$ cat src/hw/gtpg_params.svh
// Notes on behaviour
// - A write to the test-mode control register picks mode 1, 2, 4, 5, 6 or 7 from codes 0x2000, 0x4000, 0x8000, 0xa000, 0xc000 and 0xe000.
// - Mode 1 derives a test clock at one sixth of the symbol clock and drives it on the clock output pin.
// - Mode 2 sends three +1 symbols then three -1 symbols, over and over.
// - Mode 4 runs a scrambler with polynomial 1 + x^9 + x^11.
// - Mode 4 takes bit 0 = scr[0], bit 1 = scr[1]^scr[4], bit 2 = scr[1]^scr[5].
// - Mode 4 maps each 3-bit value to a ternary symbol pair with the fixed eight-entry table.
// - Mode 5 sends the ordinary scrambled idle symbol stream.
// - Mode 6 sends fifteen +1 then fifteen -1 symbols until the mode is left.
// - Mode 7 sends the same scrambled symbol stream as mode 4 and counts every received one bit as an error.
// - Mode 7 compares only data that has passed error correction and block decoding.
// - The test clock can be driven on any one of three general-purpose pins.
`ifndef GTPG_PARAMS_SVH
`define GTPG_PARAMS_SVH

`define GTPG_IDX_ROUTE     14'h0453
`define GTPG_IDX_MODE      14'h0904
`define GTPG_IDX_GPIO_SEL  14'h0910
`define GTPG_IDX_ERR_COUNT 14'h0911
`define GTPG_IDX_STATUS    14'h0912

`define GTPG_MODE1_CODE    16'h2000
`define GTPG_MODE2_CODE    16'h4000
`define GTPG_MODE4_CODE    16'h8000
`define GTPG_MODE5_CODE    16'ha000
`define GTPG_MODE6_CODE    16'hc000
`define GTPG_MODE7_CODE    16'he000
`define GTPG_ROUTE_CLKOUT  16'h0019

`define GTPG_MODE_RESET    16'h0000
`define GTPG_ROUTE_RESET   16'h0000
`define GTPG_SCR_SEED      11'h7ff

`define GTPG_DIV_HALF      2'h3
`define GTPG_PERIOD_SHORT  5'h06
`define GTPG_PERIOD_LONG   5'h1e

`define GTPG_SYM_ZERO      2'h0
`define GTPG_SYM_PLUS      2'h1
`define GTPG_SYM_MINUS     2'h3

`define GTPG_RESP_OKAY     2'h0
`define GTPG_RESP_SLVERR   2'h2

`endif

$ cat src/hw/gtpg_pkg.sv
`default_nettype none
package gtpg_pkg;

  typedef enum logic [2:0] {
    gtpg_off,
    gtpg_mode1,
    gtpg_mode2,
    gtpg_mode4,
    gtpg_mode5,
    gtpg_mode6,
    gtpg_mode7
  } gtpg_mode_t;

  typedef struct packed {
    logic             aw_full;
    logic [13:0]      aw_idx;
    logic             w_full;
    logic [15:0]      w_data;
    logic [1:0]       w_strb;
    logic             bvalid;
    logic [1:0]       bresp;
    logic             rvalid;
    logic [31:0]      rdata;
    logic [1:0]       rresp;
    logic [15:0]      mode_code;
    gtpg_mode_t       mode;
    logic [15:0]      route;
    logic [1:0]       gpio_sel;
    logic [31:0]      err_count;
    logic [10:0]      scr;
    logic [4:0]       phase;
    logic [1:0]       div_cnt;
    logic             div_clk;
    logic             clkout;
    logic [2:0]       gpio_out;
    logic [2:0]       gpio_oe;
  } gtpg_state_t;

endpackage
`default_nettype wire

$ cat src/hw/gtpg_top.sv
// The AXI4-Lite register port was chosen for this implementation.
`include "gtpg_params.svh"
`default_nettype none

////////////////////////////////////////////////////////////////////////////////

module gtpg_fifo
#(
  parameter int WIDTH = 4,
  parameter int DEPTH = 8
)
(
  input  wire logic             aclk,
  input  wire logic             aresetn,
  input  wire logic             in_valid,
  input  wire logic [WIDTH-1:0] in_data,
  output logic                  in_ready,
  output logic                  out_valid,
  output logic [WIDTH-1:0]      out_data,
  input  wire logic             out_ready
);

  localparam int AW = $clog2(DEPTH);

  typedef struct packed {
    logic [DEPTH-1:0][WIDTH-1:0] mem;
    logic [AW-1:0]               rd;
    logic [AW-1:0]               wr;
    logic [AW:0]                 count;
  } gtpg_fifo_state_t;

  gtpg_fifo_state_t st;
  gtpg_fifo_state_t next_st;
  logic             push;
  logic             pop;

  assign in_ready  = (32'(st.count) != DEPTH);
  assign out_valid = (st.count != '0);
  assign out_data  = st.mem[st.rd];
  assign push      = in_valid && in_ready;
  assign pop       = out_valid && out_ready;

  always_comb
  begin
    next_st = st;
    if (push)
    begin
      next_st.mem[st.wr] = in_data;
      next_st.wr = (32'(st.wr) == DEPTH - 1) ? '0 : st.wr + 1'b1;
    end
    if (pop)
      next_st.rd = (32'(st.rd) == DEPTH - 1) ? '0 : st.rd + 1'b1;
    if (push && !pop)
      next_st.count = st.count + 1'b1;
    else if (pop && !push)
      next_st.count = st.count - 1'b1;
  end

  always_ff @(posedge aclk)
  begin
    if (!aresetn)
      st <= '0;
    else
      st <= next_st;
  end

endmodule

////////////////////////////////////////////////////////////////////////////////

module gtpg_top
  import gtpg_pkg::*;
#(
  parameter int FIFO_DEPTH = 8
)
(
  input  wire logic        aclk,
  input  wire logic        aresetn,
  input  wire logic [15:0] s_axi_awaddr,
  input  wire logic        s_axi_awvalid,
  output logic             s_axi_awready,
  input  wire logic [31:0] s_axi_wdata,
  input  wire logic [3:0]  s_axi_wstrb,
  input  wire logic        s_axi_wvalid,
  output logic             s_axi_wready,
  output logic [1:0]       s_axi_bresp,
  output logic             s_axi_bvalid,
  input  wire logic        s_axi_bready,
  input  wire logic [15:0] s_axi_araddr,
  input  wire logic        s_axi_arvalid,
  output logic             s_axi_arready,
  output logic [31:0]      s_axi_rdata,
  output logic [1:0]       s_axi_rresp,
  output logic             s_axi_rvalid,
  input  wire logic        s_axi_rready,
  input  wire logic        tx_in_valid,
  input  wire logic [3:0]  tx_in_pair,
  output logic             tx_in_ready,
  output logic             tx_sym_valid,
  output logic [3:0]       tx_sym_pair,
  input  wire logic        tx_sym_ready,
  input  wire logic        rx_decoded_valid,
  input  wire logic [7:0]  rx_decoded_data,
  output logic             clkout_test,
  output logic [2:0]       gpio_test_out,
  output logic [2:0]       gpio_test_oe
);

  gtpg_state_t st;
  gtpg_state_t next_st;
  logic        gen_valid;
  logic [3:0]  gen_pair;
  logic        fifo_in_ready;
  logic        gen_step;
  logic        do_write;
  logic        clk_to_pin;

  //////////////////////////////////////////////////////////////////////////////

  // Ternary symbol pair {high, low} for one 3-bit scrambler value.
  function automatic logic [3:0] map_pair(input logic [2:0] x);
    logic [3:0] p;
    unique case (x)
      3'h0: p = {`GTPG_SYM_MINUS, `GTPG_SYM_MINUS};
      3'h1: p = {`GTPG_SYM_ZERO,  `GTPG_SYM_MINUS};
      3'h2: p = {`GTPG_SYM_MINUS, `GTPG_SYM_ZERO};
      3'h3: p = {`GTPG_SYM_MINUS, `GTPG_SYM_PLUS};
      3'h4: p = {`GTPG_SYM_PLUS,  `GTPG_SYM_ZERO};
      3'h5: p = {`GTPG_SYM_PLUS,  `GTPG_SYM_MINUS};
      3'h6: p = {`GTPG_SYM_PLUS,  `GTPG_SYM_PLUS};
      3'h7: p = {`GTPG_SYM_ZERO,  `GTPG_SYM_PLUS};
    endcase
    return p;
  endfunction

  // Square-wave symbol for position ph of a period of per symbols.
  function automatic logic [1:0] square(input logic [4:0] ph,
                                        input logic [4:0] per);
    return (ph < (per >> 1)) ? `GTPG_SYM_PLUS : `GTPG_SYM_MINUS;
  endfunction

  function automatic gtpg_mode_t decode_mode(input logic [15:0] code);
    gtpg_mode_t m;
    unique case (code)
      `GTPG_MODE1_CODE: m = gtpg_mode1;
      `GTPG_MODE2_CODE: m = gtpg_mode2;
      `GTPG_MODE4_CODE: m = gtpg_mode4;
      `GTPG_MODE5_CODE: m = gtpg_mode5;
      `GTPG_MODE6_CODE: m = gtpg_mode6;
      `GTPG_MODE7_CODE: m = gtpg_mode7;
      default:          m = gtpg_off;
    endcase
    return m;
  endfunction

  function automatic logic [15:0] merge(input logic [15:0] old,
                                        input logic [15:0] val,
                                        input logic [1:0]  strb);
    return {strb[1] ? val[15:8] : old[15:8], strb[0] ? val[7:0] : old[7:0]};
  endfunction

  //////////////////////////////////////////////////////////////////////////////

  // Pattern source: each word is one symbol pair, high symbol sent first.
  always_comb
  begin
    logic [4:0]  per;
    logic [4:0]  ph1;
    logic [2:0]  bits;
    per = `GTPG_PERIOD_SHORT;
    ph1 = 5'h0;
    bits = {st.scr[1] ^ st.scr[5], st.scr[1] ^ st.scr[4], st.scr[0]};
    gen_valid = 1'b1;
    gen_pair = map_pair(bits);
    if (st.mode == gtpg_mode6)
      per = `GTPG_PERIOD_LONG;
    ph1 = st.phase + 5'h1;
    unique case (st.mode)
      gtpg_off:
      begin
        gen_valid = tx_in_valid;
        gen_pair = tx_in_pair;
      end
      gtpg_mode2, gtpg_mode6:
        gen_pair = {square(st.phase, per), square(ph1, per)};
      default:
      begin
      end
    endcase
  end

  assign gen_step    = gen_valid && fifo_in_ready;
  assign tx_in_ready = (st.mode == gtpg_off) && fifo_in_ready;

  gtpg_fifo
  #(
    .WIDTH (4),
    .DEPTH (FIFO_DEPTH)
  )
  gtpg_fifo_inst
  (
    .aclk      (aclk),
    .aresetn   (aresetn),
    .in_valid  (gen_valid),
    .in_data   (gen_pair),
    .in_ready  (fifo_in_ready),
    .out_valid (tx_sym_valid),
    .out_data  (tx_sym_pair),
    .out_ready (tx_sym_ready)
  );

  //////////////////////////////////////////////////////////////////////////////

  assign do_write   = st.aw_full && st.w_full && !st.bvalid;
  assign clk_to_pin = (st.mode == gtpg_mode1) ||
                      (st.mode == gtpg_mode4 &&
                       st.route == `GTPG_ROUTE_CLKOUT);

  always_comb
  begin
    logic [5:0]  ones;
    logic [13:0] ridx;
    logic [31:0] rval;
    logic        rhit;
    logic [4:0]  per;
    ones = '0;
    ridx = s_axi_araddr[15:2];
    rval = '0;
    rhit = 1'b1;
    per = (st.mode == gtpg_mode6) ? `GTPG_PERIOD_LONG : `GTPG_PERIOD_SHORT;
    next_st = st;

    // Write address and data are taken in either order and held.
    if (s_axi_awvalid && !st.aw_full)
    begin
      next_st.aw_full = 1'b1;
      next_st.aw_idx = s_axi_awaddr[15:2];
    end
    if (s_axi_wvalid && !st.w_full)
    begin
      next_st.w_full = 1'b1;
      next_st.w_data = s_axi_wdata[15:0];
      next_st.w_strb = s_axi_wstrb[1:0];
    end
    if (st.bvalid && s_axi_bready)
      next_st.bvalid = 1'b0;

    // Mode 7 error counter; a clearing write zeroes the old count and a same-cycle count is added on top.
    if (st.mode == gtpg_mode7 && rx_decoded_valid)
    begin
      for (int i = 0; i < 8; i++)
        ones = ones + {5'h0, rx_decoded_data[i]};
    end

    // A mode write restarts the phase, so the generator step comes first.
    if (gen_step && st.mode != gtpg_off)
    begin
      next_st.scr = {st.scr[9:0], st.scr[8] ^ st.scr[10]};
      next_st.phase = (st.phase + 5'h2 >= per) ? 5'h0 : st.phase + 5'h2;
    end

    if (do_write)
    begin
      next_st.aw_full = 1'b0;
      next_st.w_full = 1'b0;
      next_st.bvalid = 1'b1;
      next_st.bresp = `GTPG_RESP_OKAY;
      unique case (st.aw_idx)
        `GTPG_IDX_MODE:
        begin
          next_st.mode_code = merge(st.mode_code, st.w_data, st.w_strb);
          next_st.mode = decode_mode(next_st.mode_code);
          next_st.phase = '0;
        end
        `GTPG_IDX_ROUTE:
          next_st.route = merge(st.route, st.w_data, st.w_strb);
        `GTPG_IDX_GPIO_SEL:
          if (st.w_strb[0])
            next_st.gpio_sel = st.w_data[1:0];
        `GTPG_IDX_ERR_COUNT:
          next_st.err_count = '0;
        `GTPG_IDX_STATUS:
        begin
        end
        default:
          next_st.bresp = `GTPG_RESP_SLVERR;
      endcase
    end
    if (ones != '0 && st.err_count != 32'hffffffff)
      next_st.err_count = next_st.err_count + {26'h0, ones};

    // Read port: one read under way, answered in the cycle after arvalid.
    if (st.rvalid && s_axi_rready)
      next_st.rvalid = 1'b0;
    unique case (ridx)
      `GTPG_IDX_MODE:      rval = {16'h0, st.mode_code};
      `GTPG_IDX_ROUTE:     rval = {16'h0, st.route};
      `GTPG_IDX_GPIO_SEL:  rval = {30'h0, st.gpio_sel};
      `GTPG_IDX_ERR_COUNT: rval = st.err_count;
      `GTPG_IDX_STATUS:    rval = {28'h0, clk_to_pin, st.mode};
      default:             rhit = 1'b0;
    endcase
    if (s_axi_arvalid && !st.rvalid)
    begin
      next_st.rvalid = 1'b1;
      next_st.rdata = rval;
      next_st.rresp = rhit ? `GTPG_RESP_OKAY : `GTPG_RESP_SLVERR;
    end

    // Divide by six: toggle every third cycle.
    if (st.div_cnt == `GTPG_DIV_HALF - 2'h1)
    begin
      next_st.div_cnt = '0;
      next_st.div_clk = !st.div_clk;
    end
    else
      next_st.div_cnt = st.div_cnt + 2'h1;
    next_st.clkout = clk_to_pin && next_st.div_clk;
    next_st.gpio_oe = '0;
    next_st.gpio_out = '0;
    if (st.gpio_sel != 2'h0 && st.mode != gtpg_off)
    begin
      next_st.gpio_oe[st.gpio_sel - 2'h1] = 1'b1;
      next_st.gpio_out[st.gpio_sel - 2'h1] = next_st.div_clk;
    end
  end

  always_ff @(posedge aclk)
  begin
    if (!aresetn)
    begin
      st <= '0;
      st.mode_code <= `GTPG_MODE_RESET;
      st.route <= `GTPG_ROUTE_RESET;
      st.mode <= gtpg_off;
      st.scr <= `GTPG_SCR_SEED;
    end
    else
      st <= next_st;
  end

  //////////////////////////////////////////////////////////////////////////////

  assign s_axi_awready = !st.aw_full;
  assign s_axi_wready  = !st.w_full;
  assign s_axi_bvalid  = st.bvalid;
  assign s_axi_bresp   = st.bresp;
  assign s_axi_arready = !st.rvalid;
  assign s_axi_rvalid  = st.rvalid;
  assign s_axi_rdata   = st.rdata;
  assign s_axi_rresp   = st.rresp;
  assign clkout_test   = st.clkout;
  assign gpio_test_out = st.gpio_out;
  assign gpio_test_oe  = st.gpio_oe;

endmodule

`default_nettype wire

$ cat config.mk
export PLATFORM = sky130hd
export DESIGN_NAME = gtpg_top
export DESIGN_NICKNAME = d
export VERILOG_FILES = /design/src/hw/gtpg_pkg.sv /design/src/hw/gtpg_top.sv
export VERILOG_INCLUDE_DIRS = /design/src /design/src/hw
export SDC_FILE = /design/constraint.sdc
export NUM_CORES = 1
export LEC_CHECK = 0
export ABC_AREA = 1
export ABC_CLOCK_PERIOD_IN_PS = 7120
export BUFFER_PORTS_ARGS = -buffer_cell sky130_fd_sc_hd__buf_4
export CORE_MARGIN = 2
export CORE_UTILIZATION = 62
export CTS_CLUSTER_SIZE = 28
export DETAILED_ROUTE_END_ITERATION = 10
export PLACE_DENSITY = 0.85
export RECOVER_POWER = 50
export SYNTH_ARGS = -nofsm -noshare
export SYNTH_HDL_FRONTEND = slang
export SYNTH_SLANG_ARGS = --single-unit
$ cat constraint.sdc
create_clock -name aclk -period 7.12 [get_ports aclk]
set_clock_uncertainty 0.1 [all_clocks]
set_input_delay 0.712 -clock aclk [delete_from_list [all_inputs] [get_ports aclk]]
set_output_delay 0.712 -clock aclk [all_outputs]
set_load 0.02 [all_outputs]
==> results of run 1 <==
metrics by stage:
stage	hold slack (ps)	power, mW	util (%)	setup slack, ps	instances
final	324	2.86	70.6	2270	1781
after global routing	330	2.98	70.6	1820	1781
after CTS	316	2.87	71.7	2580	1781
after detailed placement	319	1.75	67.4	2030	1741
after global placement	308	1.74	67.4	2140	1741
after floorplan	301	1.61	-	2470	1493
per-layer routing:
layer	part of all wire (%)	global-route usage (%)	up-vias
met5	0	0	-
met4	2.9	9.36	0
met3	7.8	4.42	57
met2	45	45.8	364
met1	44	39.1	4535
li1	-	-	4981
critical path: cells and delay by family:
family | cells | cell delay (ps)
buffers and inverters | 2 | 3520
and+or+nand+nor | 2 | 880
report_power, final:
group	switching, mW	internal, mW	total, mW
clock	0.467	0.655	1.12
combinational	0.291	0.177	0.468
sequential	0.0518	1.22	1.27
total	0.810	2.05	2.86
cells in the mapped netlist, types with 4 or more instances:
library cell  number
buf_4             42
nor2_1           166
clkbuf_1          35
nand4_1           21
xnor2_1            4
buf_1              5
nor4_1            10
a211oi_1          11
nand2_1          236
dfxtp_1          207
o21ai_1            9
nand2_2            5
xor2_1             7
o21ai_0          148
buf_6              4
nand3_1           81
nor3_1            24
o22ai_1           28
o21a_1             4
fa_1               6
nor2_2             9
and3_1             4
a21oi_1          137
inv_2              4
inv_1            197
a31oi_1           10
buf_2             11
ha_1              25
o21bai_1           6
o221ai_1           5
flip-flops by register name, indices dropped and copies added, names as in the netlist:
register and flops:
gpio_test_oe 3, s_axi_bresp 1, s_axi_bvalid 1, gtpg_fifo_inst.st 42, clkout_test 1, s_axi_rresp 1
gpio_test_out 3, st 122, s_axi_rvalid 1, s_axi_rdata 32
cells by family (layout without fill, tap and decap cells):
group	count (synthesis)	after routing	share of synthesized area, %
xor gates and xnor gates	11	11	0.916
adders and majority gates	31	31	4.11
other	1	2	0.0356
AOI/OAI and AO/OA	364	364	18.7
DFF	207	207	39.4
buffers and inverters	301	369	12.7
and+or+nand+nor	577	577	24.2
path summary, 6_finish.rpt:
| kind | from | end | slack [ps] | depth (start not counted) |
|---|---|---|---|---|
| worst max-delay path | aresetn | gpio_test_out[1] | 2270 | 4 |
| worst max register to register | st[78] | gtpg_fifo_inst.st[3] | 3920 | 17 |
| worst min register to register | st[8] | st[8] | 320 | 1 |
| worst min-delay path | st[8] | st[8] | 320 | 1 |
cell type report:
cell class / instances / area [um^2] / share of cell area [%]
sequential: 207 / 4140 / 35.4
inverter: 204 / 766 / 6.54
clock buffer: 32 / 669 / 5.72
tap: 220 / 275 / 2.35
clock inverter: 8 / 50.0 / 0.428
multi-input combinational: 985 / 5050 / 43.1
timing repair buffer: 125 / 754 / 6.45
==> reports/results.ini, run 1 <==
[detailed_routing]
vias=9937
postRouteAntennaNets=0
vias_per_cell=5.58
drc=0
dr.first_iter.drc_count=774
first_pass_iters=5
wl_per_cell_um=14.5
wl_mm=25.9

[timing]
clock.fmax_mhz=206
relSlewSlack_pct=-90.5
period_share_pct=68.2
slew_violations=183
worst_pin_slew_ps=2860
period_needed_ps=4850
rsz0062_at_grt=no
setup_tns_ps=0
hold_viol_final=0
setup_viol=0

[critical_path]
worstSetupStartpointType=primary input
worstPathRequired_ps=7420
crit_type=primary input to flop
crit_chain=clkbuf_1 -> clkbuf_1 -> nand2_1 -> nor4_1
slowest_delay_ps=2110
path_common_cell=clkbuf_1
critPathArrivalTime_ps=5150
crit_path_max_fanout=75
end_kind=flop
cpMaxStageDelayCell=clkbuf_1

[clock_network]
path_clk_slew_ps=60
clock_path_buffers=3
htree_levels=1
clk_latency_ps=510
cts_made_buffers=22
cts_tree=built
clock_tree.root_cell=clkbuf_16
post_cts_buffers=0
cts_sinks=207
cts_resized=0
ctsHoldBuffers=0

[synthesis]
yosysTopAreaCell=dfxtp_1
synth_edf_count=0
syn_inst=1492
netlist_area_um2=10500
synth_seq_cells=207
synth_area_leaders=dfxtp_1 39%, nand2_1 8.4%, o21ai_0 7.0%
synthFlopType=dfxtp_1
synthArstFlopShare_pct=0
yosysWarnings=0
synth_top_area_share_pct=39.4
synth_cell_types=46
seq_area_frac_synth_pct=39.4
syn_avg_cell_area_um2=7.05

[floorplanning]
initial_core_util_pct=63.5
pin_count=144
die_w_um=134
die_h_um=134
die_area_um2=18000
fp.coreArea_um2=16600
rows=47

[grt]
grt_pass1_vias=9091
antenna_found_initial=0
track_usage_pct=28.4
grt-ovfl-total=0
grt_pass1_wl_mm=42.8
grt_start_max_net_pins=76

[power]
power_leakage_nw=4.92
max-vdd-ir-drop_mv=0.244
pwr_density_cell_nw_per_um2=244

[hold_path]
hold_path_class=flop to flop

[placement]
dpl.hpwl_mm=18.2
gp_congestion=0.977
portBuffers=119
place_area_um2=11200

[finish]
area_growth_syn_to_layout_pct=11.2
fillers=1442
n_antenna_cell=0
drive_above_1_share_pct=9.29
nNetsFinal=1666
layout_commonest_cell=nand2_1
final_cell_mix=236 x nand2_1, 207 x dfxtp_1, 198 x inv_1, 166 x nor2_1, 148 x o21ai_0
design_area_um2=11700

[outcome]
status=complete, but fails checks
violations=max-capacitance violations, max-slew violations

[job]
maxCapViolations=3

Power figures use the tool's default switching activity.
==> inputs of run 2 (changes only) <==
--- a/config.mk
+++ b/config.mk
@@ -6,14 +6,14 @@
 export SDC_FILE = /design/constraint.sdc
 export NUM_CORES = 1
 export LEC_CHECK = 0
-export ABC_AREA = 1
-export ABC_CLOCK_PERIOD_IN_PS = 7120
+export ABC_AREA = 0
+export ABC_CLOCK_PERIOD_IN_PS = 4500
 export BUFFER_PORTS_ARGS = -buffer_cell sky130_fd_sc_hd__buf_4
 export CORE_MARGIN = 2
-export CORE_UTILIZATION = 62
+export CORE_UTILIZATION = 57
 export CTS_CLUSTER_SIZE = 28
 export DETAILED_ROUTE_END_ITERATION = 10
-export PLACE_DENSITY = 0.85
+export PLACE_DENSITY = 0.8
 export RECOVER_POWER = 50
 export SYNTH_ARGS = -nofsm -noshare
 export SYNTH_HDL_FRONTEND = slang
==> constraint.sdc (replaced) <==
create_clock -name aclk -period 4.5 [get_ports aclk]
set_clock_uncertainty 0.1 [all_clocks]
set_input_delay 0.45 -clock aclk [delete_from_list [all_inputs] [get_ports aclk]]
set_output_delay 0.45 -clock aclk [all_outputs]
set_load 0.02 [all_outputs]
==> run 2 against run 1 <==
  * The run now ends clean
  * Wire length decreased by 11%
  * First-iteration DRC count fell by 3.4%
  * Die area rose by 0.13%
  * Total power is 51% higher
  * Final cell count shrank 20%
  * Hold slack got worse by 290 ps
  * Combinational power increased by 26%
  * Critical path depth grew 13
  * Synthesized area down 7.9%
  * Core utilization decreased by 3.8 points
  * Synthesized cell count fell by 25%
  * Largest cell class unchanged
  * Largest power group unchanged
  * Highest routed layer unchanged
==> reports/results.ini, run 2 <==
[critical_path]
r2r_slack_ps=1000  ; was 3920 ps
crit_type=primary input to flop  ; unchanged
r2r_start=st[156]  ; was st[78]
crit_path_max_fanout=8  ; was 75
r2r-end=st[48]  ; was gtpg_fifo_inst.st[3]
end_kind=flop  ; unchanged
worstPathRequired_ps=4740  ; was 7420 ps
critPathArrivalTime_ps=4430  ; was 5150 ps
worstSetupStartpointType=primary input  ; unchanged
r2r_cells=14  ; was 17

[grt]
grt_pass1_wl_mm=37.5  ; was 42.8 mm
grt_pass1_vias=7619  ; was 9091
track_usage_pct=25.1  ; was 28.4%
antenna_found_initial=0  ; unchanged
grt_start_max_net_pins=52  ; was 76
grt-ovfl-total=0  ; unchanged

[finish]
drive_above_1_share_pct=13.6  ; was 9.29%
area_growth_syn_to_layout_pct=14.4  ; was 11.2%
design_area_um2=11100  ; was 11700 um^2
layout_commonest_cell=dfxtp_1  ; was nand2_1
nNetsFinal=1315  ; was 1666
largest_reg_flops=122  ; unchanged
final_cell_mix=207 x dfxtp_1, 169 x nand2_1, 111 x nor2_1, 93 x buf_4, 85 x a21oi_1  ; was 236 x nand2_1, 207 x dfxtp_1, 198 x inv_1, 166 x nor2_1, 148 x o21ai_0
top_register=st  ; unchanged
final_util_pct=66.8  ; was 70.6%
fin_cells=1429  ; was 1781
n_antenna_cell=0  ; unchanged

[synthesis]
synthArstFlopShare_pct=0  ; unchanged
yosysWarnings=0  ; unchanged
synth_seq_cells=207  ; unchanged
synthFlopType=dfxtp_1  ; unchanged
syn_avg_cell_area_um2=8.65  ; was 7.05 um^2
seq_area_frac_synth_pct=42.8  ; was 39.4%
syn_inst=1120  ; was 1492
synth_edf_count=0  ; unchanged
synth_most_common_cell=dfxtp_1  ; was nand2_1
synth_commonest_cells=207 x dfxtp_1, 169 x nand2_1, 111 x nor2_1  ; was 236 x nand2_1, 207 x dfxtp_1, 197 x inv_1
synth_top_area_share_pct=42.8  ; was 39.4%
yosysTopAreaCell=dfxtp_1  ; unchanged
synth_area_leaders=dfxtp_1 43%, nand2_1 6.5%, a21oi_1 4.4%  ; was dfxtp_1 39%, nand2_1 8.4%, o21ai_0 7.0%
synth_cell_types=64  ; was 46
netlist_area_um2=9690  ; was 10500 um^2

[power]
p_int_mw=3.21  ; was 2.05 mW
power_leakage_nw=4.26  ; was 4.92 nW
pwr_density_cell_nw_per_um2=390  ; was 244 nW/um^2
switching_share_pct=25.8  ; was 28.3%
p_seq_share_pct=46.1  ; was 44.4%
max-vdd-ir-drop_mv=0.309  ; was 0.244 mV
p_comb_share_pct=13.7  ; was 16.4%
clock_power_share_pct=40.1  ; was 39.3%
total_power_mw=4.32  ; was 2.86 mW
switching_power_mw=1.11  ; was 0.810 mW

[timing]
slew_violations=0  ; was 183
clock.fmax_mhz=238
relSlewSlack_pct=5.60  ; was -90.5%
setup_tns_ps=0  ; unchanged
rsz0062_at_grt=no  ; unchanged
hold_viol_final=0  ; unchanged
period_needed_ps=4200
period_share_pct=93.2
setup_viol=0  ; unchanged
timing.hold.ws_ps=35.0  ; was 324 ps
setup_slack_ps=304  ; was 2270 ps
worst_pin_slew_ps=1410  ; was 2860 ps

[outcome]
status=complete, no violations  ; was complete, but fails checks

[hold_path]
hold_end=s_axi_rvalid  ; was st[8]
worstHoldStart=s_axi_rready  ; was st[8]
hold_path_class=primary input to flop  ; was flop to flop
min_path_cells=2  ; was 1

[clock_network]
cts_resized=0  ; unchanged
cts_sinks=207  ; unchanged
cts_tree=built  ; unchanged
clock_path_buffers=3  ; unchanged
clock_tree.root_cell=clkbuf_16  ; unchanged
cts_made_buffers=22  ; unchanged
ctsHoldBuffers=0  ; unchanged
htree_levels=1  ; unchanged
clk_latency_ps=500  ; was 510 ps
post_cts_buffers=0  ; unchanged
path_clk_slew_ps=60  ; about the same

[placement]
gp_congestion=0.885  ; was 0.977
portBuffers=119  ; unchanged
place_area_um2=10600  ; was 11200 um^2
dpl.hpwl_mm=16.5  ; was 18.2 mm
placed_cells_incl_taps=1390  ; was 1741
pre_cts_ws_ps=-251  ; was 2030 ps

[floorplanning]
fp.coreArea_um2=16600  ; unchanged
die_area_um2=18100  ; was 18000 um^2
rows=47  ; unchanged
pin_count=144  ; unchanged
die_w_um=134  ; about the same
initial_core_util_pct=58.4  ; was 63.5%
die_h_um=134  ; about the same

[detailed_routing]
wl_per_cell_um=16.2  ; was 14.5 um
drc=0  ; unchanged
first_pass_iters=6  ; was 5
dr.first_iter.drc_count=748  ; was 774
vias_per_cell=5.78  ; was 5.58
wl_mm=23.1  ; was 25.9 mm
vias=8261  ; was 9937
postRouteAntennaNets=0  ; unchanged

[job]
maxCapViolations=0  ; was 3

run 2: cell count changes after synthesis, moves of 16 or more:
cell / change
nand3_1: -43
inv_1: -171
nor2_1: -55
o22ai_1: -28
xnor2_1: +22
nand2_1: -67
a21oi_1: -51
a222oi_1: +17
mux2i_1: +25
and2_1: +24
a211oi_1: +16
o21ai_0: -116
run 2: final cells by class:
type | instances | area (um^2)
clock buffer | 36 | 684
clock inverter | 3 | 18.8
fill | 1413 | 5500
inverter | 27 | 110
multi-input combinational | 793 | 4940
sequential | 207 | 4140
tap | 220 | 275
timing repair buffer | 143 | 905
run 2: kinds of logic (layout without fill, tap and decap cells):
| logic type | after synthesis | count (layout) | synth area share (%) |
|---|---|---|---|
| other | 1 | 2 | 0.0387 |
| buffers and inverters | 121 | 209 | 6.55 |
| XOR/XNOR | 41 | 41 | 3.71 |
| adder cells (fa/ha/maj) | 31 | 31 | 4.47 |
| flip-flops | 207 | 207 | 42.8 |
| AND/OR/NAND/NOR | 465 | 465 | 23.0 |
| AO/OA/AOI/OAI | 216 | 216 | 14.4 |
| multiplexers | 38 | 38 | 5.02 |
run 2: how the worst max path moves through the flow:
stage | from | endpoint | cells past startpoint | slack, ps
floorplan | rx_decoded_data[3] | st[54] | 16 | -0.8
global placement | rx_decoded_data[3] | st[53] | 17 | -220
detailed placement | rx_decoded_data[3] | st[49] | 17 | -250
CTS | rx_decoded_data[3] | st[49] | 17 | 250
global route | rx_decoded_data[3] | st[49] | 17 | 70
finish | rx_decoded_data[3] | st[49] | 17 | 300
run 2: critical path, cell delays in order:
cell      delay, ps
buf_4           110
inv_8            30
fa_1            550
fa_1            440
fa_1            510
inv_1            40
ha_2            190
fa_2            460
and2_1          180
ha_1            280
a21oi_1          80
o21ai_1         230
o311ai_1        140
buf_4           180
nor4_1          310
xor2_1          190
nor2_1           50
run 2: per-layer routing:
metal	vias to the layer above	GRT usage (%)	part of all wire, %
met2	349	40.0	45
met1	3808	35.2	44
met3	45	5.10	9.5
met4	0	5.79	1.5
met5	-	0	0
li1	4059	-	-
run 2: power by group through the flow:
stage | clock network (mW) | registers, mW | logic [mW]
2_1_floorplan | 0 | 1.99 | 0.441
6_report | 1.73 | 1.99 | 0.592
3_3_place_gp | 0 | 2.03 | 0.576
5_1_grt | 1.83 | 2.00 | 0.653
3_5_place_dp | 0 | 2.03 | 0.602
4_1_cts | 1.76 | 1.99 | 0.607
==> inputs of run 3 (changes only) <==
==> constraint.sdc (replaced) <==
create_clock -name aclk -period 4.5 [get_ports aclk]
set_clock_uncertainty 0.1 [all_clocks]
set_input_delay 0.45 -clock aclk [delete_from_list [all_inputs] [get_ports aclk]]
set_output_delay 0.45 -clock aclk [all_outputs]
set_load 0.005 [all_outputs]
==> run 3 against run 2 <==
  * Register-to-register slack about the same
  * Clock power about the same
  * Combinational power is 4.1% lower
  * Critical path depth unchanged
  * Final cell count stayed put
  * Design area is 1.3% higher
  * Maximum frequency up 0.18%
  * Flip-flop and latch count unchanged
  * Setup slack better by 7.5 ps
  * Via count is essentially flat
  * Critical endpoint unchanged
  * Largest power group unchanged
==> reports/results.ini, run 3 (synthesis results as in run 2) <==
[clock_network]
cts_tree=built  ; unchanged
htree_levels=1  ; unchanged
clk_latency_ps=500  ; about the same
cts_made_buffers=22  ; unchanged
clock_tree.root_cell=clkbuf_16  ; unchanged
clock_path_buffers=3  ; unchanged
path_clk_slew_ps=60  ; about the same
cts_sinks=207  ; unchanged

[critical_path]
r2r_cells=14  ; unchanged
r2r-end=st[48]  ; unchanged
worstSetupStartpointType=primary input  ; unchanged
end_kind=flop  ; unchanged
critPathArrivalTime_ps=4430  ; about the same
r2r_slack_ps=1000  ; about the same
crit_path_max_fanout=8  ; unchanged
crit_type=primary input to flop  ; unchanged
crit_start=rx_decoded_data[3]  ; unchanged
worstPathRequired_ps=4740  ; about the same
r2r_start=st[156]  ; unchanged

[floorplanning]
pin_count=144  ; unchanged
die_h_um=134  ; unchanged
die_area_um2=18100  ; unchanged
fp.coreArea_um2=16600  ; unchanged
rows=47  ; unchanged
die_w_um=134  ; unchanged
initial_core_util_pct=58.4  ; unchanged

[finish]
layout_commonest_cell=dfxtp_1  ; unchanged
final_cell_mix=207 x dfxtp_1, 169 x nand2_1, 111 x nor2_1, 93 x buf_4, 85 x a21oi_1  ; unchanged
top_register=st  ; unchanged
area_growth_syn_to_layout_pct=15.9  ; was 14.4%
design_area_um2=11200  ; was 11100 um^2
fin_cells=1429  ; unchanged
n_antenna_cell=0  ; unchanged
nNetsFinal=1315  ; unchanged
drive_above_1_share_pct=16.8  ; was 13.6%
largest_reg_flops=122  ; unchanged
final_util_pct=67.7  ; was 66.8%

[detailed_routing]
drc=0  ; unchanged
postRouteAntennaNets=0  ; unchanged
wl_mm=23.1  ; about the same
vias_per_cell=5.78  ; about the same
wl_per_cell_um=16.1  ; was 16.2 um
dr.first_iter.drc_count=749  ; was 748
first_pass_iters=8  ; was 6
vias=8260  ; was 8261

[hold_path]
hold_end=s_axi_rvalid  ; unchanged
worstHoldStart=s_axi_rready  ; unchanged
min_path_cells=2  ; unchanged
hold_path_class=primary input to flop  ; unchanged

[timing]
hold_viol_final=0  ; unchanged
relSlewSlack_pct=6.47  ; was 5.60%
period_needed_ps=4190  ; was 4200 ps
worst_pin_slew_ps=1400  ; was 1410 ps
rsz0062_at_grt=no  ; unchanged
setup_slack_ps=312  ; was 304 ps
period_share_pct=93.1  ; was 93.2%
setup_viol=0  ; unchanged
setup_tns_ps=0  ; unchanged
slew_violations=0  ; unchanged
clock.fmax_mhz=239  ; was 238 MHz
timing.hold.ws_ps=36.6  ; was 35.0 ps

[placement]
pre_cts_ws_ps=-251  ; unchanged
gp_congestion=0.885  ; unchanged
placed_cells_incl_taps=1390  ; unchanged
portBuffers=119  ; unchanged
dpl.hpwl_mm=16.5  ; unchanged
place_area_um2=10600  ; unchanged

[power]
power_leakage_nw=4.40  ; was 4.26 nW
total_power_mw=4.30  ; was 4.32 mW
max-vdd-ir-drop_mv=0.311  ; was 0.309 mV
pwr_density_cell_nw_per_um2=383  ; was 390 nW/um^2

[grt]
antenna_found_initial=0  ; unchanged
track_usage_pct=25.1  ; unchanged
grt-ovfl-total=0  ; unchanged
grt_pass1_wl_mm=37.5  ; unchanged
grt_pass1_vias=7619  ; unchanged
grt_start_max_net_pins=52  ; unchanged

[job]
maxCapViolations=0  ; unchanged

[outcome]
status=complete, no violations  ; unchanged

## run 3: changes by cell type in the layout (fill, tap and decap cells not counted)
| cell | previous run | this run |
|---|---|---|
| clkbuf_1 | 54 | 15 |
| clkbuf_4 | 0 | 39 |
## run 3: layer usage
| layer | vias to the layer above | wire [um] | track usage [%] |
|---|---|---|---|
| li1 | 4059 | - | - |
| met3 | 33 | 2180 | 5.10 |
| met4 | 0 | 317 | 5.79 |
| met1 | 3830 | 10300 | 35.2 |
| met5 | - | 0 | 0 |
| met2 | 338 | 10300 | 40.0 |
## run 3: worst max path at each step
stage | to | slack, ps | cells after the start
after floorplan | st[54] | -0.8 | 16
after global placement | st[53] | -220 | 17
after detailed placement | st[49] | -250 | 17
after CTS | st[49] | 250 | 17
after global routing | st[49] | 70 | 17
final | st[49] | 310 | 17
## run 3: worst max-delay path, cell delays in order
cell and delay [ps]:
buf_4 110, inv_8 30, fa_1 550, fa_1 440, fa_1 510, inv_1 40
ha_2 190, fa_2 460, and2_1 180, ha_1 280, a21oi_1 80, o21ai_1 230
o311ai_1 130, buf_4 190, nor4_1 310, xor2_1 190, nor2_1 50
## run 3: area by class of cell
| cell class | count | area, um^2 |
|---|---|---|
| Timing Repair Buffer | 143 | 1050 |
| Clock inverter | 3 | 18.8 |
| Multi-Input combinational cell | 793 | 4940 |
| Clock buffer | 36 | 684 |
| Tap cell | 220 | 275 |
| Sequential cell | 207 | 4140 |
| Inverter | 27 | 110 |
| Fill cell | 1361 | 5360 |
## run 3: power by group
part	switching (mW)	internal [mW]	leakage [nW]	total (mW)
Sequential	0.0901	1.90	1.68	1.99
Combinational	0.290	0.278	2.37	0.568
Clock	0.703	1.03	0.347	1.74
Total	1.08	3.22	4.40	4.30
## run 3: what timing repair did
action                     in CTS  in global routing
hold buffers                    0                  0
setup endpoints to repair       0                  2
gates resized for setup         0                  1
buffers inserted                0                  0
